--- src/design/charger_defs.vh ---
`ifndef CHARGER_DEFS_VH
`define CHARGER_DEFS_VH

// Seven-bit bus address of the register bank.
`define SLAVE_ADDR         7'h6B

// Register offsets; the bank answers up to the last offset.
`define OFS_INPUT_SOURCE   8'h00
`define OFS_POWER_ON_CFG   8'h01
`define OFS_CHARGE_CURRENT 8'h02
`define OFS_SKIPPED        8'h09
`define OFS_LAST           8'h0B

// Power-on values.
`define POV_INPUT_SOURCE   8'h17
`define POV_POWER_ON_CFG   8'h1A
`define POV_CHARGE_CURRENT 8'hA2

// Fields that watchdog expiry returns to their power-on value.
`define WD_MASK_INPUT_SOURCE   8'h80
`define WD_MASK_POWER_ON_CFG   8'h70
`define WD_MASK_CHARGE_CURRENT 8'hBF

// Field positions.
`define BIT_DISCONNECT     7
`define BIT_STAT_MSB       6
`define BIT_STAT_LSB       5
`define BIT_ILIM_MSB       4
`define BIT_LIGHT_LOAD     7
`define BIT_WD_KICK        6
`define BIT_BOOST_EN       5
`define BIT_CHARGE_EN      4
`define BIT_SYSMIN_MSB     3
`define BIT_SYSMIN_LSB     1
`define BIT_LOW_BATT_SEL   0
`define BIT_BOOST_CURRENT_LIMIT      7
`define BIT_SWITCH_FULL_ON 6
`define BIT_FAST_CHARGE_CURRENT_MSB       5

// Field codes.
`define ILIM_CODE_SEL_HIGH 5'h04
`define ILIM_CODE_SEL_LOW  5'h17
`define ILIM_CODE_700MA    5'h06
`define FAST_CHARGE_CURRENT_CODE_MAX      6'h32
`define STAT_CODE_ENABLE   2'h0
`define STAT_CODE_FLOAT    2'h3

// Read answers outside the implemented registers.
`define READ_UNIMPL        8'h00
`define READ_UNMAPPED      8'hFF

`endif

--- src/design/bus_line_monitor.v ---
`include "charger_defs.vh"
`default_nettype none

// Finds clock edges and start/stop conditions on the two bus lines.
module bus_line_monitor (
  // Clock and reset.
  input  wire CLK,
  input  wire RST_N,
  // Bus lines, already synchronous.
  input  wire scl,
  input  wire sda,
  // Events, one cycle each.
  output wire start_p,
  output wire stop_p,
  output wire rise_p,
  output wire fall_p
);

  reg scl_q; // Line levels of the previous cycle.
  reg sda_q;

  // Idle bus is high, so the history starts high.
  always @(posedge CLK or negedge RST_N) begin
    if (!RST_N) begin
      scl_q <= 1'b1;
      sda_q <= 1'b1;
    end else begin
      scl_q <= scl;
      sda_q <= sda;
    end
  end

  // A data change while the clock stays high is a condition, not a bit.
  assign start_p = scl & scl_q & sda_q & ~sda;
  assign stop_p  = scl & scl_q & ~sda_q & sda;
  assign rise_p  = scl & ~scl_q;
  assign fall_p  = ~scl & scl_q;

endmodule // bus_line_monitor
`default_nettype wire

--- src/design/charge_field_decoder.v ---
`include "charger_defs.vh"
`default_nettype none

// Turns the three stored bytes into registered control levels.
module charge_field_decoder (
  // Clock and reset.
  input  wire       CLK,
  input  wire       RST_N,
  // Stored bytes and the enable pin.
  input  wire [7:0] src_q,
  input  wire [7:0] cfg_q,
  input  wire [7:0] chg_q,
  input  wire       charge_enable_n_pin,
  // Decoded controls.
  output reg        charge_active,
  output reg        switch_full_on,
  output reg  [5:0] fast_charge_current,
  output reg        status_enable,
  output reg        status_float
);

  wire [5:0] fast_charge_current_raw; // Fast charge code as stored.
  wire       boost;    // Boost mode requested.

  assign fast_charge_current_raw = chg_q[`BIT_FAST_CHARGE_CURRENT_MSB:0];
  assign boost    = cfg_q[`BIT_BOOST_EN];

  // All controls follow the bytes one cycle later.
  always @(posedge CLK or negedge RST_N) begin
    if (!RST_N) begin
      charge_active       <= 1'b0;
      switch_full_on      <= 1'b0;
      fast_charge_current <= 6'h00;
      status_enable       <= 1'b0;
      status_float        <= 1'b0;
    end else begin
      // Boost wins; charging also needs the pin low and a nonzero code.
      charge_active <= cfg_q[`BIT_CHARGE_EN] & ~charge_enable_n_pin & ~boost & (fast_charge_current_raw != 6'h00);
      // Below 700mA the switch stays at high resistance unless forced on or in boost.
      switch_full_on <= boost | chg_q[`BIT_SWITCH_FULL_ON] |
                        (src_q[`BIT_ILIM_MSB:0] >= `ILIM_CODE_700MA);
      // Codes above fifty run at the maximum current.
      fast_charge_current <= (fast_charge_current_raw > `FAST_CHARGE_CURRENT_CODE_MAX) ? `FAST_CHARGE_CURRENT_CODE_MAX : fast_charge_current_raw;
      // Reserved codes neither run the pin nor float it.
      status_enable <= (src_q[`BIT_STAT_MSB:`BIT_STAT_LSB] == `STAT_CODE_ENABLE);
      status_float  <= (src_q[`BIT_STAT_MSB:`BIT_STAT_LSB] == `STAT_CODE_FLOAT);
    end
  end

endmodule // charge_field_decoder
`default_nettype wire

--- src/design/charger_control_register_bank.v ---
`include "charger_defs.vh"
`default_nettype none

module charger_control_register_bank (
  // Clock and reset.
  input  wire       CLK,
  input  wire       RST_N,
  // Serial bus; data is open drain.
  input  wire       SCL,
  input  wire       SDA_IN,
  output wire       SDA_OUT,
  output wire       SDA_OE,
  // Events from the rest of the charger.
  input  wire       REG_RESET,
  input  wire       WATCHDOG_EXPIRED,
  input  wire       WATCHDOG_RESTARTED,
  input  wire       SOURCE_DETECT_DONE,
  input  wire       SOURCE_SELECT_PIN,
  input  wire       CHARGE_ENABLE_N_PIN,
  // Input source controls.
  output wire       INPUT_DISCONNECT_EN,
  output wire       STATUS_PIN_ENABLE,
  output wire       STATUS_PIN_FLOAT,
  output wire [4:0] INPUT_CURRENT_LIMIT,
  // Power-on configuration controls.
  output wire       LIGHT_LOAD_MODULATION_DISABLE,
  output wire       WATCHDOG_KICK,
  output wire       REVERSE_BOOST_EN,
  output wire       CHARGE_ACTIVE,
  output wire [2:0] MIN_SYSTEM_VOLTAGE,
  output wire       BOOST_LOW_BATT_THRESHOLD_SEL,
  // Charge current controls.
  output wire       BOOST_CURRENT_LIMIT,
  output wire       INPUT_SWITCH_FULL_ON,
  output wire [5:0] FAST_CHARGE_CURRENT
);

  // Bus engine states.
  localparam [3:0] ST_IDLE      = 4'h0; // Not addressed.
  localparam [3:0] ST_ADDR      = 4'h1; // Taking the address byte.
  localparam [3:0] ST_ADDR_ACK  = 4'h2; // Acknowledging the address.
  localparam [3:0] ST_REG       = 4'h3; // Taking the register pointer.
  localparam [3:0] ST_REG_ACK   = 4'h4; // Acknowledging the pointer.
  localparam [3:0] ST_WDATA     = 4'h5; // Taking a data byte.
  localparam [3:0] ST_WDATA_ACK = 4'h6; // Acknowledging a data byte.
  localparam [3:0] ST_RDATA     = 4'h7; // Sending a data byte.
  localparam [3:0] ST_RACK      = 4'h8; // Waiting for the master's answer.
  localparam [3:0] ST_RNEXT     = 4'h9; // Master asked for another byte.

  // Stored registers, all eight bits wide.
  reg  [7:0] src_q; // Input source control.
  reg  [7:0] cfg_q; // Power-on configuration.
  reg  [7:0] chg_q; // Charge current control.

  // Bus engine state.
  reg  [3:0] state_q;   // Current state.
  reg  [3:0] bit_cnt_q; // Bits moved in the current byte.
  reg  [7:0] shift_q;   // Byte being moved.
  reg  [7:0] ptr_q;     // Register pointer.
  reg        sda_oe_q;  // Pulling data low.

  // Line events.
  wire       start_p;
  wire       stop_p;
  wire       rise_p;
  wire       fall_p;

  // Engine decisions.
  wire       byte_full; // Eight bits in hand.
  reg        ack_ok;    // The byte just taken is acknowledged.
  wire       wr_en;     // Store the byte just taken.
  wire [7:0] rd_byte;   // Byte the pointer reads.

  // Next pointer in a burst; the fault register is passed over.
  function [7:0] next_addr;
    input [7:0] addr;
    begin
      if (addr == `OFS_SKIPPED - 8'h01) begin
        next_addr = `OFS_SKIPPED + 8'h01;
      end else if (addr == 8'hFF) begin
        next_addr = addr;
      end else begin
        next_addr = addr + 8'h01;
      end
    end
  endfunction

  // Read decode; beyond the map the bank answers all ones.
  function [7:0] read_byte;
    input [7:0] addr;
    input [7:0] r0;
    input [7:0] r1;
    input [7:0] r2;
    begin
      case (addr)
        `OFS_INPUT_SOURCE: begin
          read_byte = r0;
        end
        `OFS_POWER_ON_CFG: begin
          read_byte = r1;
        end
        `OFS_CHARGE_CURRENT: begin
          read_byte = r2;
        end
        default: begin
          read_byte = (addr > `OFS_LAST) ? `READ_UNMAPPED : `READ_UNIMPL;
        end
      endcase
    end
  endfunction

  // Watchdog expiry puts the masked fields back, keeps the rest.
  function [7:0] wd_restore;
    input [7:0] cur;
    input [7:0] pov;
    input [7:0] mask;
    begin
      wd_restore = (cur & ~mask) | (pov & mask);
    end
  endfunction

  // Edges and conditions of the bus lines.
  bus_line_monitor u_monitor (
    .CLK     (CLK),
    .RST_N   (RST_N),
    .scl     (SCL),
    .sda     (SDA_IN),
    .start_p (start_p),
    .stop_p  (stop_p),
    .rise_p  (rise_p),
    .fall_p  (fall_p)
  );

  assign byte_full = (bit_cnt_q == 4'h8);
  assign rd_byte   = read_byte(ptr_q, src_q, cfg_q, chg_q);

  // A data byte is stored at the clock fall that ends it.
  assign wr_en = (state_q == ST_WDATA) && fall_p && byte_full;

  // Decide whether the byte in hand earns an acknowledge.
  always @* begin
    case (state_q)
      ST_ADDR: begin
        ack_ok = (shift_q[7:1] == `SLAVE_ADDR);
      end
      ST_REG: begin
        // An undefined pointer is refused and the engine goes idle.
        ack_ok = (shift_q <= `OFS_LAST);
      end
      ST_WDATA: begin
        ack_ok = 1'b1;
      end
      default: begin
        ack_ok = 1'b0;
      end
    endcase
  end

  // Bus engine. Stop and start are honoured in any state, so a
  // master that gives up mid-byte never leaves the line pulled low.
  always @(posedge CLK or negedge RST_N) begin
    if (!RST_N) begin
      state_q   <= ST_IDLE;
      bit_cnt_q <= 4'h0;
      shift_q   <= 8'h00;
      ptr_q     <= 8'h00;
      sda_oe_q  <= 1'b0;
    end else if (stop_p) begin
      state_q  <= ST_IDLE;
      sda_oe_q <= 1'b0;
    end else if (start_p) begin
      // A repeated start keeps the pointer for the read that follows.
      state_q   <= ST_ADDR;
      bit_cnt_q <= 4'h0;
      sda_oe_q  <= 1'b0;
    end else begin
      case (state_q)
        ST_ADDR, ST_REG, ST_WDATA: begin
          if (rise_p && !byte_full) begin
            // Most significant bit arrives first.
            shift_q   <= {shift_q[6:0], SDA_IN};
            bit_cnt_q <= bit_cnt_q + 4'h1;
          end else if (fall_p && byte_full) begin
            bit_cnt_q <= 4'h0;
            if (ack_ok) begin
              sda_oe_q <= 1'b1;
              state_q  <= state_q + 4'h1;
            end else begin
              state_q <= ST_IDLE;
            end
            if (state_q == ST_WDATA) begin
              ptr_q <= next_addr(ptr_q);
            end
          end
        end
        ST_ADDR_ACK: begin
          if (fall_p) begin
            if (shift_q[0]) begin
              // Read: put out the first bit at once.
              state_q  <= ST_RDATA;
              shift_q  <= rd_byte;
              sda_oe_q <= ~rd_byte[7];
            end else begin
              state_q  <= ST_REG;
              sda_oe_q <= 1'b0;
            end
          end
        end
        ST_REG_ACK: begin
          if (fall_p) begin
            ptr_q    <= shift_q;
            sda_oe_q <= 1'b0;
            state_q  <= ST_WDATA;
          end
        end
        ST_WDATA_ACK: begin
          if (fall_p) begin
            sda_oe_q <= 1'b0;
            state_q  <= ST_WDATA;
          end
        end
        ST_RDATA: begin
          if (rise_p) begin
            bit_cnt_q <= bit_cnt_q + 4'h1;
          end else if (fall_p) begin
            if (byte_full) begin
              // Free the line for the master's answer.
              bit_cnt_q <= 4'h0;
              sda_oe_q  <= 1'b0;
              state_q   <= ST_RACK;
            end else begin
              shift_q  <= {shift_q[6:0], 1'b0};
              sda_oe_q <= ~shift_q[6];
            end
          end
        end
        ST_RACK: begin
          if (rise_p) begin
            if (SDA_IN) begin
              // No acknowledge: nothing more to send.
              state_q <= ST_IDLE;
            end else begin
              ptr_q   <= next_addr(ptr_q);
              state_q <= ST_RNEXT;
            end
          end
        end
        ST_RNEXT: begin
          if (fall_p) begin
            state_q  <= ST_RDATA;
            shift_q  <= rd_byte;
            sda_oe_q <= ~rd_byte[7];
          end
        end
        default: begin
          // Idle and any stray code wait for the next start.
          state_q  <= ST_IDLE;
          sda_oe_q <= 1'b0;
        end
      endcase
    end
  end

  // Register store. The reset command outranks watchdog expiry, which
  // outranks a host write; a host write outranks the device's own updates.
  always @(posedge CLK or negedge RST_N) begin
    if (!RST_N) begin
      src_q <= `POV_INPUT_SOURCE;
      cfg_q <= `POV_POWER_ON_CFG;
      chg_q <= `POV_CHARGE_CURRENT;
    end else if (REG_RESET) begin
      src_q <= `POV_INPUT_SOURCE;
      cfg_q <= `POV_POWER_ON_CFG;
      chg_q <= `POV_CHARGE_CURRENT;
    end else if (WATCHDOG_EXPIRED) begin
      src_q <= wd_restore(src_q, `POV_INPUT_SOURCE, `WD_MASK_INPUT_SOURCE);
      cfg_q <= wd_restore(cfg_q, `POV_POWER_ON_CFG, `WD_MASK_POWER_ON_CFG);
      chg_q <= wd_restore(chg_q, `POV_CHARGE_CURRENT, `WD_MASK_CHARGE_CURRENT);
    end else begin
      // Input source control.
      if (wr_en && ptr_q == `OFS_INPUT_SOURCE) begin
        src_q <= shift_q;
      end else if (SOURCE_DETECT_DONE) begin
        // Detection picks the limit; the host may overwrite it later.
        src_q[`BIT_ILIM_MSB:0] <= SOURCE_SELECT_PIN ? `ILIM_CODE_SEL_HIGH : `ILIM_CODE_SEL_LOW;
      end
      // Power-on configuration; a host kick wins over the restart clear.
      if (wr_en && ptr_q == `OFS_POWER_ON_CFG) begin
        cfg_q <= shift_q;
      end else if (WATCHDOG_RESTARTED) begin
        cfg_q[`BIT_WD_KICK] <= 1'b0;
      end
      // Charge current control.
      if (wr_en && ptr_q == `OFS_CHARGE_CURRENT) begin
        chg_q <= shift_q;
      end
    end
  end

  // Derived controls that decode, clamp or combine the stored fields.
  charge_field_decoder u_decoder (
    .CLK                 (CLK),
    .RST_N               (RST_N),
    .src_q               (src_q),
    .cfg_q               (cfg_q),
    .chg_q               (chg_q),
    .charge_enable_n_pin (CHARGE_ENABLE_N_PIN),
    .charge_active       (CHARGE_ACTIVE),
    .switch_full_on      (INPUT_SWITCH_FULL_ON),
    .fast_charge_current (FAST_CHARGE_CURRENT),
    .status_enable       (STATUS_PIN_ENABLE),
    .status_float        (STATUS_PIN_FLOAT)
  );

  // Open drain: the data line is only ever pulled low.
  assign SDA_OUT = 1'b0;
  assign SDA_OE  = sda_oe_q;

  // Plain fields leave straight from the stored bytes.
  assign INPUT_DISCONNECT_EN           = src_q[`BIT_DISCONNECT];
  assign INPUT_CURRENT_LIMIT           = src_q[`BIT_ILIM_MSB:0];
  assign LIGHT_LOAD_MODULATION_DISABLE = cfg_q[`BIT_LIGHT_LOAD];
  assign WATCHDOG_KICK                 = cfg_q[`BIT_WD_KICK];
  assign REVERSE_BOOST_EN              = cfg_q[`BIT_BOOST_EN];
  assign MIN_SYSTEM_VOLTAGE            = cfg_q[`BIT_SYSMIN_MSB:`BIT_SYSMIN_LSB];
  assign BOOST_LOW_BATT_THRESHOLD_SEL  = cfg_q[`BIT_LOW_BATT_SEL];
  assign BOOST_CURRENT_LIMIT           = chg_q[`BIT_BOOST_CURRENT_LIMIT];

endmodule // charger_control_register_bank
`default_nettype wire

--- config.mk ---
export PLATFORM = sky130hd
export DESIGN_NAME = charger_control_register_bank
export DESIGN_NICKNAME = d
export VERILOG_FILES = /design/src/design/bus_line_monitor.v /design/src/design/charge_field_decoder.v /design/src/design/charger_control_register_bank.v
export VERILOG_INCLUDE_DIRS = /design/src /design/src/design
export SDC_FILE = /design/constraint.sdc
export NUM_CORES = 1
export LEC_CHECK = 0
export BUFFER_PORTS_ARGS = -buffer_cell sky130_fd_sc_hd__buf_4
export CELL_PAD_IN_SITES_DETAIL_PLACEMENT = 0
export CELL_PAD_IN_SITES_GLOBAL_PLACEMENT = 2
export CORE_MARGIN = 5
export CORE_UTILIZATION = 34
export DETAILED_ROUTE_END_ITERATION = 8
export PLACE_DENSITY_LB_ADDON = 0.1
export SLEW_MARGIN = 20
export SYNTH_ARGS = -nofsm -noshare
export SYNTH_HDL_FRONTEND = slang
export SYNTH_SLANG_ARGS = --single-unit
--- constraint.sdc ---
create_clock -name CLK -period 2.4 [get_ports CLK]
set_input_delay 0.48 -clock CLK [delete_from_list [all_inputs] [get_ports CLK]]
set_output_delay 0.48 -clock CLK [all_outputs]
set_load 0.05 [all_outputs]
==> qor.csv, run 1 <==
stage;metric;value;unit
route;wire_per_inst;19.9;um
worst_hold_path;holdCritPathClass;input port to asynchronous set/reset pin;
finish;antenna_cells;0;
pwr;p_switching;1.02;mW
clocking;tritoncts;done;
finish;stdcell_area;4410;um^2
grt;grt_pass1_vias;3209;
timing;finalCritPeriodShare;94.3;%
finish;drive_gt1_share;26.1;%
yosys;synth-edff-count;0;
finish;syn_to_final_growth;21.4;%
pwr;p_comb_share;22.9;%
critical_path;cp_num_buf_inv;1;
grt;globalRouteTotalUtil;18.1;%
clocking;cts_max_path_buffers;2;
grt;busiest_layer;met2;
yosys;ys_seq_elements;61;
yosys;ys_types;62;
timing;finClkSkew;12.4;ps
clocking;cts_buffers;9;
critical_path;r2r_slack;140;ps
critical_path;worst-endpoint-arrival;2490;ps
timing;whs;205;ps
clocking;clock_latency;350;ps
critical_path;cp_slowest_cell;or4_1;
yosys;async_reset_ff_share;100;%
grt;grt.met3_usage;3.64;%
clocking;cts_root_buf;clkbuf_8;
timing;finalSetupViolCount;0;
yosys;synth_fp_nets;399;
yosys;synth.avg_cell_area;9.58;um^2
placed_design;portBuffers;34;
yosys;synth_top_area_share;33.8;%
yosys;netlist_top_cells_area;dfrtp_1 (34%), dfstp_2 (8.7%), mux2i_1 (4.4%), ha_1 (3.4%), nor2_1 (3.0%);
critical_path;path_max_fanout;6;
critical_path;critPathKind;flop to flop;
route;drt-total-wl;11.4;mm
die;die_y;113;um
critical_path;start_kind;flop;
finish;fin_nets;452;
route;drc;0;
die;initial_core_util;35.0;%
die;die-area;12900;um^2
pwr;intPower;2.00;mW
yosys;synth-warning-count;0;
die;core_area;10400;um^2
yosys;synth_area;3630;um^2
critical_path;rr_worst_depth;6;
placed_design;pre_cts_slack;99.0;ps
clocking;post_cts_buffers;0;
critical_path;critPathCaptureType;flop;
job;cap_violations;0;
route;vias;3202;
route;via_per_inst;5.59;
route;dr.first_iter.drc_count;164;
yosys;synth.largest_area_cell;dfrtp_1;
critical_path;timing.rr.start;ptr_q[6]$_DFFE_PN0P_;
timing;final_max_slew_viol_count;0;
grt;grt_use_met2;30.5;%
grt;grt_max_degree;62;
clocking;ctsHoldBuffers;0;
pwr;p_leak;1.99;nW
timing;fin_ws;136;ps
critical_path;rr_endpoint;shift_q[4]$_DFFE_PN0P_;
critical_path;critPathRequiredTime;2620;ps
clocking;htree_levels;3;
timing;fin_setup_tns;0;ps
timing;hold_viol_final;0;
grt;grt-ovfl-total;0;
pwr;powerDensity;685;nW/um^2
clocking;clock-sinks;61;
placed_design;postPlaceCellArea;4190;um^2
grt;grt_use_met1;23.6;%
yosys;yosysSeqAreaShare;42.4;%
grt;grt_pass1_wl;18.2;mm
placed_design;place_hpwl;8.44;mm
timing;maxSlewHeadroom;47.2;%
die;rows;37;
die;io_pins;36;
timing;fmax;442;MHz
outcome;status;complete, no violations;
pwr;seqPwrFrac;42.7;%
timing;tightest_slew;793;ps
clocking;path_clk_slew;80;ps
critical_path;critPathMaxStageDelay;600;ps
yosys;synthCells;379;
grt;grt_antenna_before_repair;0;
timing;period_needed;2260;ps
clocking;cts_resized;0;
critical_path;cp_top_family;simple AND/OR/NAND/NOR gates;
pwr;ir_worst_vdd;0.000244;V
critical_path;crit_chain;or4_1 > buf_4 > a21oi_1 > nand2b_2 > o221ai_1 > mux2_2;
die;die_w;113;um
pwr;p_sw_share;33.8;%
placed_design;gp_congestion;0.819;
pwr;clkPwrFrac;34.4;%
timing;rsz0062_at_grt;false;
route;ant_nets;0;
yosys;synth_top_flop_cell;dfrtp_1;
route;dr.pass1.iters;5;
## worst max-delay path by stage
stage	startpoint	to	slack [ps]	depth (start not counted)
floorplan	state_q[0]$_DFFE_PN0P_	ptr_q[0]$_DFFE_PN0P_	80	8
global placement	ptr_q[7]$_DFFE_PN0P_	shift_q[4]$_DFFE_PN0P_	60	6
detailed placement	ptr_q[7]$_DFFE_PN0P_	shift_q[1]$_DFFE_PN0P_	100	6
CTS	ptr_q[6]$_DFFE_PN0P_	shift_q[1]$_DFFE_PN0P_	80	6
global route	bit_cnt_q[0]$_DFFE_PN0P_	src_q[4]$_DFFE_PN1P_	3	7
finish	ptr_q[6]$_DFFE_PN0P_	shift_q[4]$_DFFE_PN0P_	140	6
## kinds of logic (layout without fill, tap and decap cells)
kind of cell             count (synthesis)  count (layout)  share of synthesized area (%)
AND/OR/NAND/NOR                        120             120                           17.9
AO/OA/AOI/OAI                          114             114                           23.0
flip-flops                              61              61                           42.4
buffers and inverters                   48             106                           5.96
multiplexers                            24              24                           6.89
adder cells (fa/ha/maj)                 10              10                           3.44
other                                    1               1                          0.103
XOR/XNOR                                 1               1                          0.241
## registers in the layout, indices dropped and copies added, names as in the netlist
name / flops
src_q: 8
bit_cnt_q: 4
u_decoder.charge_active: 1
shift_q: 8
u_monitor.scl_q: 1
u_decoder.status_float: 1
u_decoder.status_enable: 1
state_q: 4
u_decoder.switch_full_on: 1
SDA_OE: 1
chg_q: 8
cfg_q: 8
u_monitor.sda_q: 1
ptr_q: 8
u_decoder.fast_charge_current: 6
## power groups by stage
stage	combinational, mW	sequential (mW)	clock, mW
after floorplan	0.438	1.24	0
after global placement	0.688	1.31	0
after detailed placement	0.682	1.31	0
after CTS	0.688	1.29	1.07
after global routing	0.757	1.31	1.12
final	0.691	1.29	1.04
## cells in the mapped netlist, drive strengths merged, types with 3 or more instances
cell type  instances
clkbuf            15
nor3b              3
o21ai             16
dfstp             12
and2               3
a31oi              3
nor2b              5
and3               5
inv               20
a222oi             8
o211ai             8
a21oi             18
o31ai              6
nand2             28
nand4              4
buf               13
nand3b             7
o21bai             3
o2bb2ai            8
mux2i             16
nand3              6
nor2              29
nand2b             8
nor3               9
dfrtp             49
a221o              3
o22ai             10
ha                10
mux2               8
o221ai            11
nor4               4
## stage by stage
stage | instances | total power, mW | utilization, %
2_1_floorplan | 379 | 1.68 | -
3_3_place_gp | 557 | 2.00 | 40.4
3_5_place_dp | 557 | 2.00 | 40.4
4_1_cts | 573 | 3.05 | 42.4
5_1_grt | 573 | 3.18 | 42.5
6_report | 573 | 3.02 | 42.5
## cell type report
cell class,count,area (um^2)
clock buffers,10,128
clock inverters,6,86.3
fillers,1055,5960
inverters,20,75.1
multi-input cells,270,1880
flip-flops and latches,61,1540
well taps,136,170
repair buffers,70,526
## per-layer routing
metal	vias up	part of all wire (%)
met1	1566	46
met3	13	5.0
met4	0	1.3
li1	1524	-
met5	-	0
met2	99	48
## cell usage in the layout (no fill, tap or decap), types with 3 or more instances in the layout
| cell | count |
|---|---|
| mux2_2 | 8 |
| a31oi_1 | 3 |
| nor3_1 | 9 |
| o31ai_1 | 5 |
| and3_1 | 5 |
| buf_4 | 70 |
| nor2b_1 | 5 |
| o22ai_1 | 10 |
| nand2b_1 | 7 |
| a221o_1 | 3 |
| nand3_1 | 4 |
| nor2_1 | 29 |
| and2_1 | 3 |
| nand3b_1 | 7 |
| dfrtp_1 | 49 |
| nand2_1 | 28 |
| clkbuf_8 | 9 |
| nor4_1 | 3 |
| a222oi_1 | 8 |
| dfstp_2 | 12 |
| o21bai_1 | 3 |
| nor3b_1 | 3 |
| nand4_1 | 4 |
| o2bb2ai_1 | 8 |
| o221ai_1 | 11 |
| mux2i_1 | 16 |
| a21oi_1 | 17 |
| o211ai_1 | 8 |
| ha_1 | 10 |
| inv_1 | 20 |
| o21ai_0 | 15 |
Note: power is estimated with default switching activity, not from simulation.
==> inputs of run 2 (changes only) <==
- CELL_PAD_IN_SITES_DETAIL_PLACEMENT: 0 -> 1
- CELL_PAD_IN_SITES_GLOBAL_PLACEMENT: 2 -> 1
- CORE_UTILIZATION: 34 -> 42
==> run 2 against run 1 <==
  * Global-route usage increased by 5.2 points
  * Clock power decreased by 5%
  * Clock skew increased by 2.0 ps
  * Via count increased by 3.4%
  * Routed wire length increased by 1.7%
  * Register-to-register slack about the same
  * Critical endpoint is now chg_q[6]$_DFFE_PN0P_
  * Critical path type unchanged
  * Maximum frequency about the same
  * Sequential share of layout area increased by 0.42 points
  * Critical path depth unchanged
  * First-iteration DRC count increased by 73%
  * Highest routed layer unchanged
==> qor.csv, run 2 (synthesis results as in run 1) <==
stage;metric;value;unit
route;wire_per_inst;21.4;um
grt;grt_pass1_vias;3429;
placed_design;gp_congestion;0.852;
finish;drive_gt1_share;26.1;%
die;rows;34;
timing;finalCritPeriodShare;94.3;%
outcome;status;complete, no violations;
finish;final_common_cell;buf_4;
grt;grt_pass1_wl;18.9;mm
clocking;clock_latency;350;ps
grt;grt_antenna_before_repair;0;
timing;maxSlewHeadroom;47.6;%
pwr;powerDensity;693;nW/um^2
timing;final_max_slew_viol_count;0;
clocking;cts_root_buf;clkbuf_8;
critical_path;start_kind;flop;
placed_design;pre_cts_slack;122;ps
clocking;clock-sinks;61;
finish;stdcell_area;4360;um^2
timing;whs;209;ps
die;die_y;103;um
timing;tightest_slew;786;ps
route;ant_nets;0;
critical_path;critPathMaxStageDelay;640;ps
timing;finClkSkew;14.4;ps
critical_path;path_max_fanout;4;
route;drc;0;
route;drt-total-wl;11.6;mm
die;initial_core_util;42.3;%
clocking;cts_max_path_buffers;2;
timing;fin_ws;138;ps
timing;fin_setup_tns;0;ps
critical_path;critPathRequiredTime;2670;ps
die;die_w;103;um
placed_design;portBuffers;34;
clocking;path_clk_slew;80;ps
critical_path;cp_num_buf_inv;1;
grt;globalRouteTotalUtil;23.3;%
clocking;ctsHoldBuffers;0;
clocking;htree_levels;3;
clocking;post_cts_buffers;0;
job;cap_violations;0;
die;die-area;10600;um^2
route;vias;3311;
critical_path;cp_num_cells;6;
worst_hold_path;holdCritPathClass;input port to asynchronous set/reset pin;
placed_design;postPlaceCellArea;4140;um^2
die;core_area;8590;um^2
clocking;cts_buffers;9;
finish;syn_to_final_growth;19.9;%
critical_path;worst-endpoint-arrival;2530;ps
timing;period_needed;2260;ps
critical_path;rr_worst_depth;6;
timing;fmax;442;MHz
critical_path;critPathKind;flop to flop;
clocking;tritoncts;done;
route;via_per_inst;6.09;
timing;finalSetupViolCount;0;
critical_path;cp_slowest_cell;or4_1;
timing;rsz0062_at_grt;false;
critical_path;critPathCaptureType;flop;
finish;layout_common_cells;buf_4 (69), dfrtp_1 (49), nor2_1 (29);
placed_design;dp_cells;528;
pwr;ir_worst_vdd;0.000227;V
die;io_pins;36;
route;dr.first_iter.drc_count;283;
placed_design;place_hpwl;8.78;mm
critical_path;cp_top_family;simple AND/OR/NAND/NOR gates;
timing;hold_viol_final;0;
grt;grt-ovfl-total;0;
route;dr.pass1.iters;5;
finish;antenna_cells;0;
pwr;p_leak;1.98;nW
finish;fin_util;50.7;%
grt;grt_max_degree;62;
pwr;p_total;3.02;mW
finish;fin_nets;451;
critical_path;crit_chain;or4_1 > nor4_4 > buf_4 > nand3_4 > or3b_1 > a21oi_1;
finish;instances_no_fill;544;
-- run 2: path summary, 6_finish.rpt --
| path | from | end | slack, ps |
|---|---|---|---|
| min reg2reg | chg_q[5]$_DFFE_PN1P_ | u_decoder.fast_charge_current[5]$_DFF_PN0_ | 450 |
| max in group asynchronous | RST_N | shift_q[4]$_DFFE_PN0P_ | 1670 |
| min in group CLK | SCL | u_monitor.scl_q$_DFF_PN1_ | 280 |
| max | ptr_q[7]$_DFFE_PN0P_ | chg_q[6]$_DFFE_PN0P_ | 140 |
| min | RST_N | src_q[6]$_DFFE_PN0P_ | 210 |
| max reg2reg | ptr_q[7]$_DFFE_PN0P_ | chg_q[6]$_DFFE_PN0P_ | 140 |
-- run 2: where the power goes --
group / switching, mW / leakage [nW] / internal (mW)
logic: 0.433 / 1.13 / 0.322
registers: 0.149 / 0.742 / 1.12
clock network: 0.477 / 0.103 / 0.516
total: 1.06 / 1.98 / 1.96
-- run 2: per-layer routing --
metal / wire length, um / track usage (%) / vias to the layer above
li1: - / - / 1520
met1: 5070 / 31.1 / 1653
met2: 5600 / 37.7 / 117
met3: 669 / 3.86 / 21
met4: 273 / 9.26 / 0
met5: 0 / 0 / -
-- run 2: timing repair --
item                                    in CTS  in global routing
endpoints found under the setup margin       0                 13
resized for setup                            0                  2
endpoints found under the hold margin        0                  0
-- run 2: final cells by class --
class | instances | area, um^2
tap | 108 | 135
timing repair buffer | 69 | 518
clock inverter | 6 | 68.8
inverter | 20 | 75.1
clock buffer | 10 | 138
multi-input combinational | 270 | 1880
fill | 1000 | 4240
sequential | 61 | 1540
==> inputs of run 3 (changes only) <==
- CORE_UTILIZATION: 42 -> 45
- clock period: 2.4 -> 2.3 ns (I/O delays scaled with it)
==> run 3 against run 2 <==
  * Non-clock buffer count rose by 2
  * Maximum frequency up 1.8%
  * Utilization grew 5.9 points
  * Global-route usage up 0.85 points
  * Final cell count shrank 0.74%
  * Sequential share of layout area decreased by 0.50 points
  * Critical path depth is 3 higher
  * Combinational power decreased by 2.9%
  * Via count increased by 1.9%
  * Critical endpoint unchanged
==> qor.csv, run 3 (synthesis results as in run 1) <==
stage;metric;value;unit
job;cap_violations;0;
finish;final_common_cell;buf_4;
critical_path;crit_chain;inv_2 > ha_4 > nand3b_1 > buf_6 > nor4_4 > buf_4 > nand3_4 > or3b_1 > a21oi_2;
timing;finalSetupViolCount;0;
critical_path;critPathRequiredTime;2570;ps
placed_design;gp_congestion;0.945;
route;drt-total-wl;12.0;mm
route;dr.pass1.iters;6;
die;core_area;7810;um^2
die;die-area;9970;um^2
finish;instances_no_fill;540;
clocking;htree_levels;3;
die;initial_core_util;46.5;%
placed_design;place_hpwl;8.64;mm
critical_path;path_max_fanout;5;
pwr;p_leak;1.99;nW
grt;grt_antenna_before_repair;0;
critical_path;critPathKind;flop to flop;
route;drc;0;
grt;grt-ovfl-total;0;
pwr;powerDensity;689;nW/um^2
finish;antenna_cells;0;
outcome;status;complete, no violations;
clocking;tritoncts;done;
pwr;ir_worst_vdd;0.000279;V
timing;period_needed;2220;ps
placed_design;dp_cells;523;
grt;grt_pass1_vias;3540;
grt;grt_pass1_wl;18.9;mm
timing;tightest_slew;793;ps
finish;fin_nets;453;
timing;fmax;450;MHz
clocking;clock_latency;350;ps
clocking;clock-sinks;61;
route;ant_nets;0;
critical_path;critPathMaxStageDelay;420;ps
worst_hold_path;holdCritPathClass;input port to asynchronous set/reset pin;
critical_path;start_kind;flop;
finish;drive_gt1_share;29.7;%
die;rows;32;
critical_path;worst-endpoint-arrival;2500;ps
clocking;cts_buffers;9;
timing;rsz0062_at_grt;true;
die;io_pins;36;
timing;maxSlewHeadroom;47.1;%
route;dr.first_iter.drc_count;213;
die;die_y;99.8;um
finish;syn_to_final_growth;21.6;%
route;vias;3374;
clocking;cts_root_buf;clkbuf_8;
placed_design;pre_cts_slack;-23.6;ps
finish;nFillCells;908;
route;via_per_inst;6.25;
grt;grt_max_degree;62;
timing;fin_ws;78.8;ps
placed_design;portBuffers;34;
clocking;path_clk_slew;80;ps
grt;globalRouteTotalUtil;24.2;%
critical_path;critPathCaptureType;flop;
timing;hold_viol_final;0;
route;wire_per_inst;22.2;um
timing;finClkSkew;9.93;ps
timing;final_max_slew_viol_count;0;
finish;layout_common_cells;buf_4 (70), dfrtp_1 (49), nor2_1 (29);
clocking;cts_max_path_buffers;2;
die;die_w;99.8;um
critical_path;cp_slowest_cell;dfrtp_1;
timing;finalCritPeriodShare;96.6;%
==> run 3: changes by cell type in the layout (fill, tap and decap cells not counted), sizes merged <==
cell	delta
bufinv	-1
clkinv	+2
clkinvlp	-1
buf	+2
==> run 3: layout make-up <==
type                    count  area [um^2]  area share (%)
clock buffers              10          138            3.12
clock inverters             6         45.0            1.02
inverters                  20         75.1            1.70
multi-input cells         270         1950            44.2
flip-flops and latches     61         1540            34.9
well taps                 102          128            2.89
repair buffers             71          537            12.1
==> run 3: worst paths after layout <==
| kind | slack, ps | from | depth (start not counted) | to |
|---|---|---|---|---|
| min in group CLK | 270 | SDA_IN | 1 | u_monitor.sda_q$_DFF_PN1_ |
| max in group asynchronous | 1580 | RST_N | 1 | bit_cnt_q[2]$_DFFE_PN0P_ |
| min | 180 | RST_N | 1 | u_decoder.status_enable$_DFF_PN0_ |
| max reg2reg | 80 | state_q[1]$_DFFE_PN0P_ | 9 | chg_q[6]$_DFFE_PN0P_ |
| min reg2reg | 450 | chg_q[5]$_DFFE_PN1P_ | 0 | u_decoder.fast_charge_current[5]$_DFF_PN0_ |
| max | 80 | state_q[1]$_DFFE_PN0P_ | 9 | chg_q[6]$_DFFE_PN0P_ |
==> run 3: per-layer routing <==
metal,track usage [%],up-vias,wire length [um]
li1,-,1524,-
met1,30.7,1704,5100
met2,39.8,112,5900
met3,4.24,34,616
met4,11.7,0,382
met5,0,-,0
==> run 3: stage by stage <==
step                      utilization (%)  hold WS, ps  setup TNS [ps]  power (mW)  instance area [um^2]
after CTS                            55.6          214               0        3.01                  4340
final                                56.6          184               0        3.04                  4420
after global placement               53.1          433               0        2.06                  4150
after global routing                 56.6          246           -29.6        3.17                  4420
after floorplan                         -          164               0        1.75                  3640
after detailed placement             53.1          432           -23.6        2.09                  4150
==> run 3: worst max-delay path: cells and delay by family (launching register included) <==
kind | cells | cell delay, ps
buffers and inverters | 3 | 490
adders and majority gates | 1 | 160
AOI/OAI and AO/OA | 1 | 140
DFF | 1 | 420
and+or+nand+nor | 4 | 940
==> run 3: where the power goes <==
group          switching, mW  internal (mW)
combinational          0.407          0.325
sequential             0.216           1.17
clock                  0.498          0.428
==> run 3: what timing repair did <==
| action | 4_1_cts | 5_1_grt |
|---|---|---|
| gates resized for setup | 3 | 16 |
| setup buffers | 0 | 1 |
| hold buffers | 0 | 0 |
| endpoints found under the setup margin | 7 | 28 |
| gates cloned | 0 | 0 |
| pin swaps | 0 | 1 |
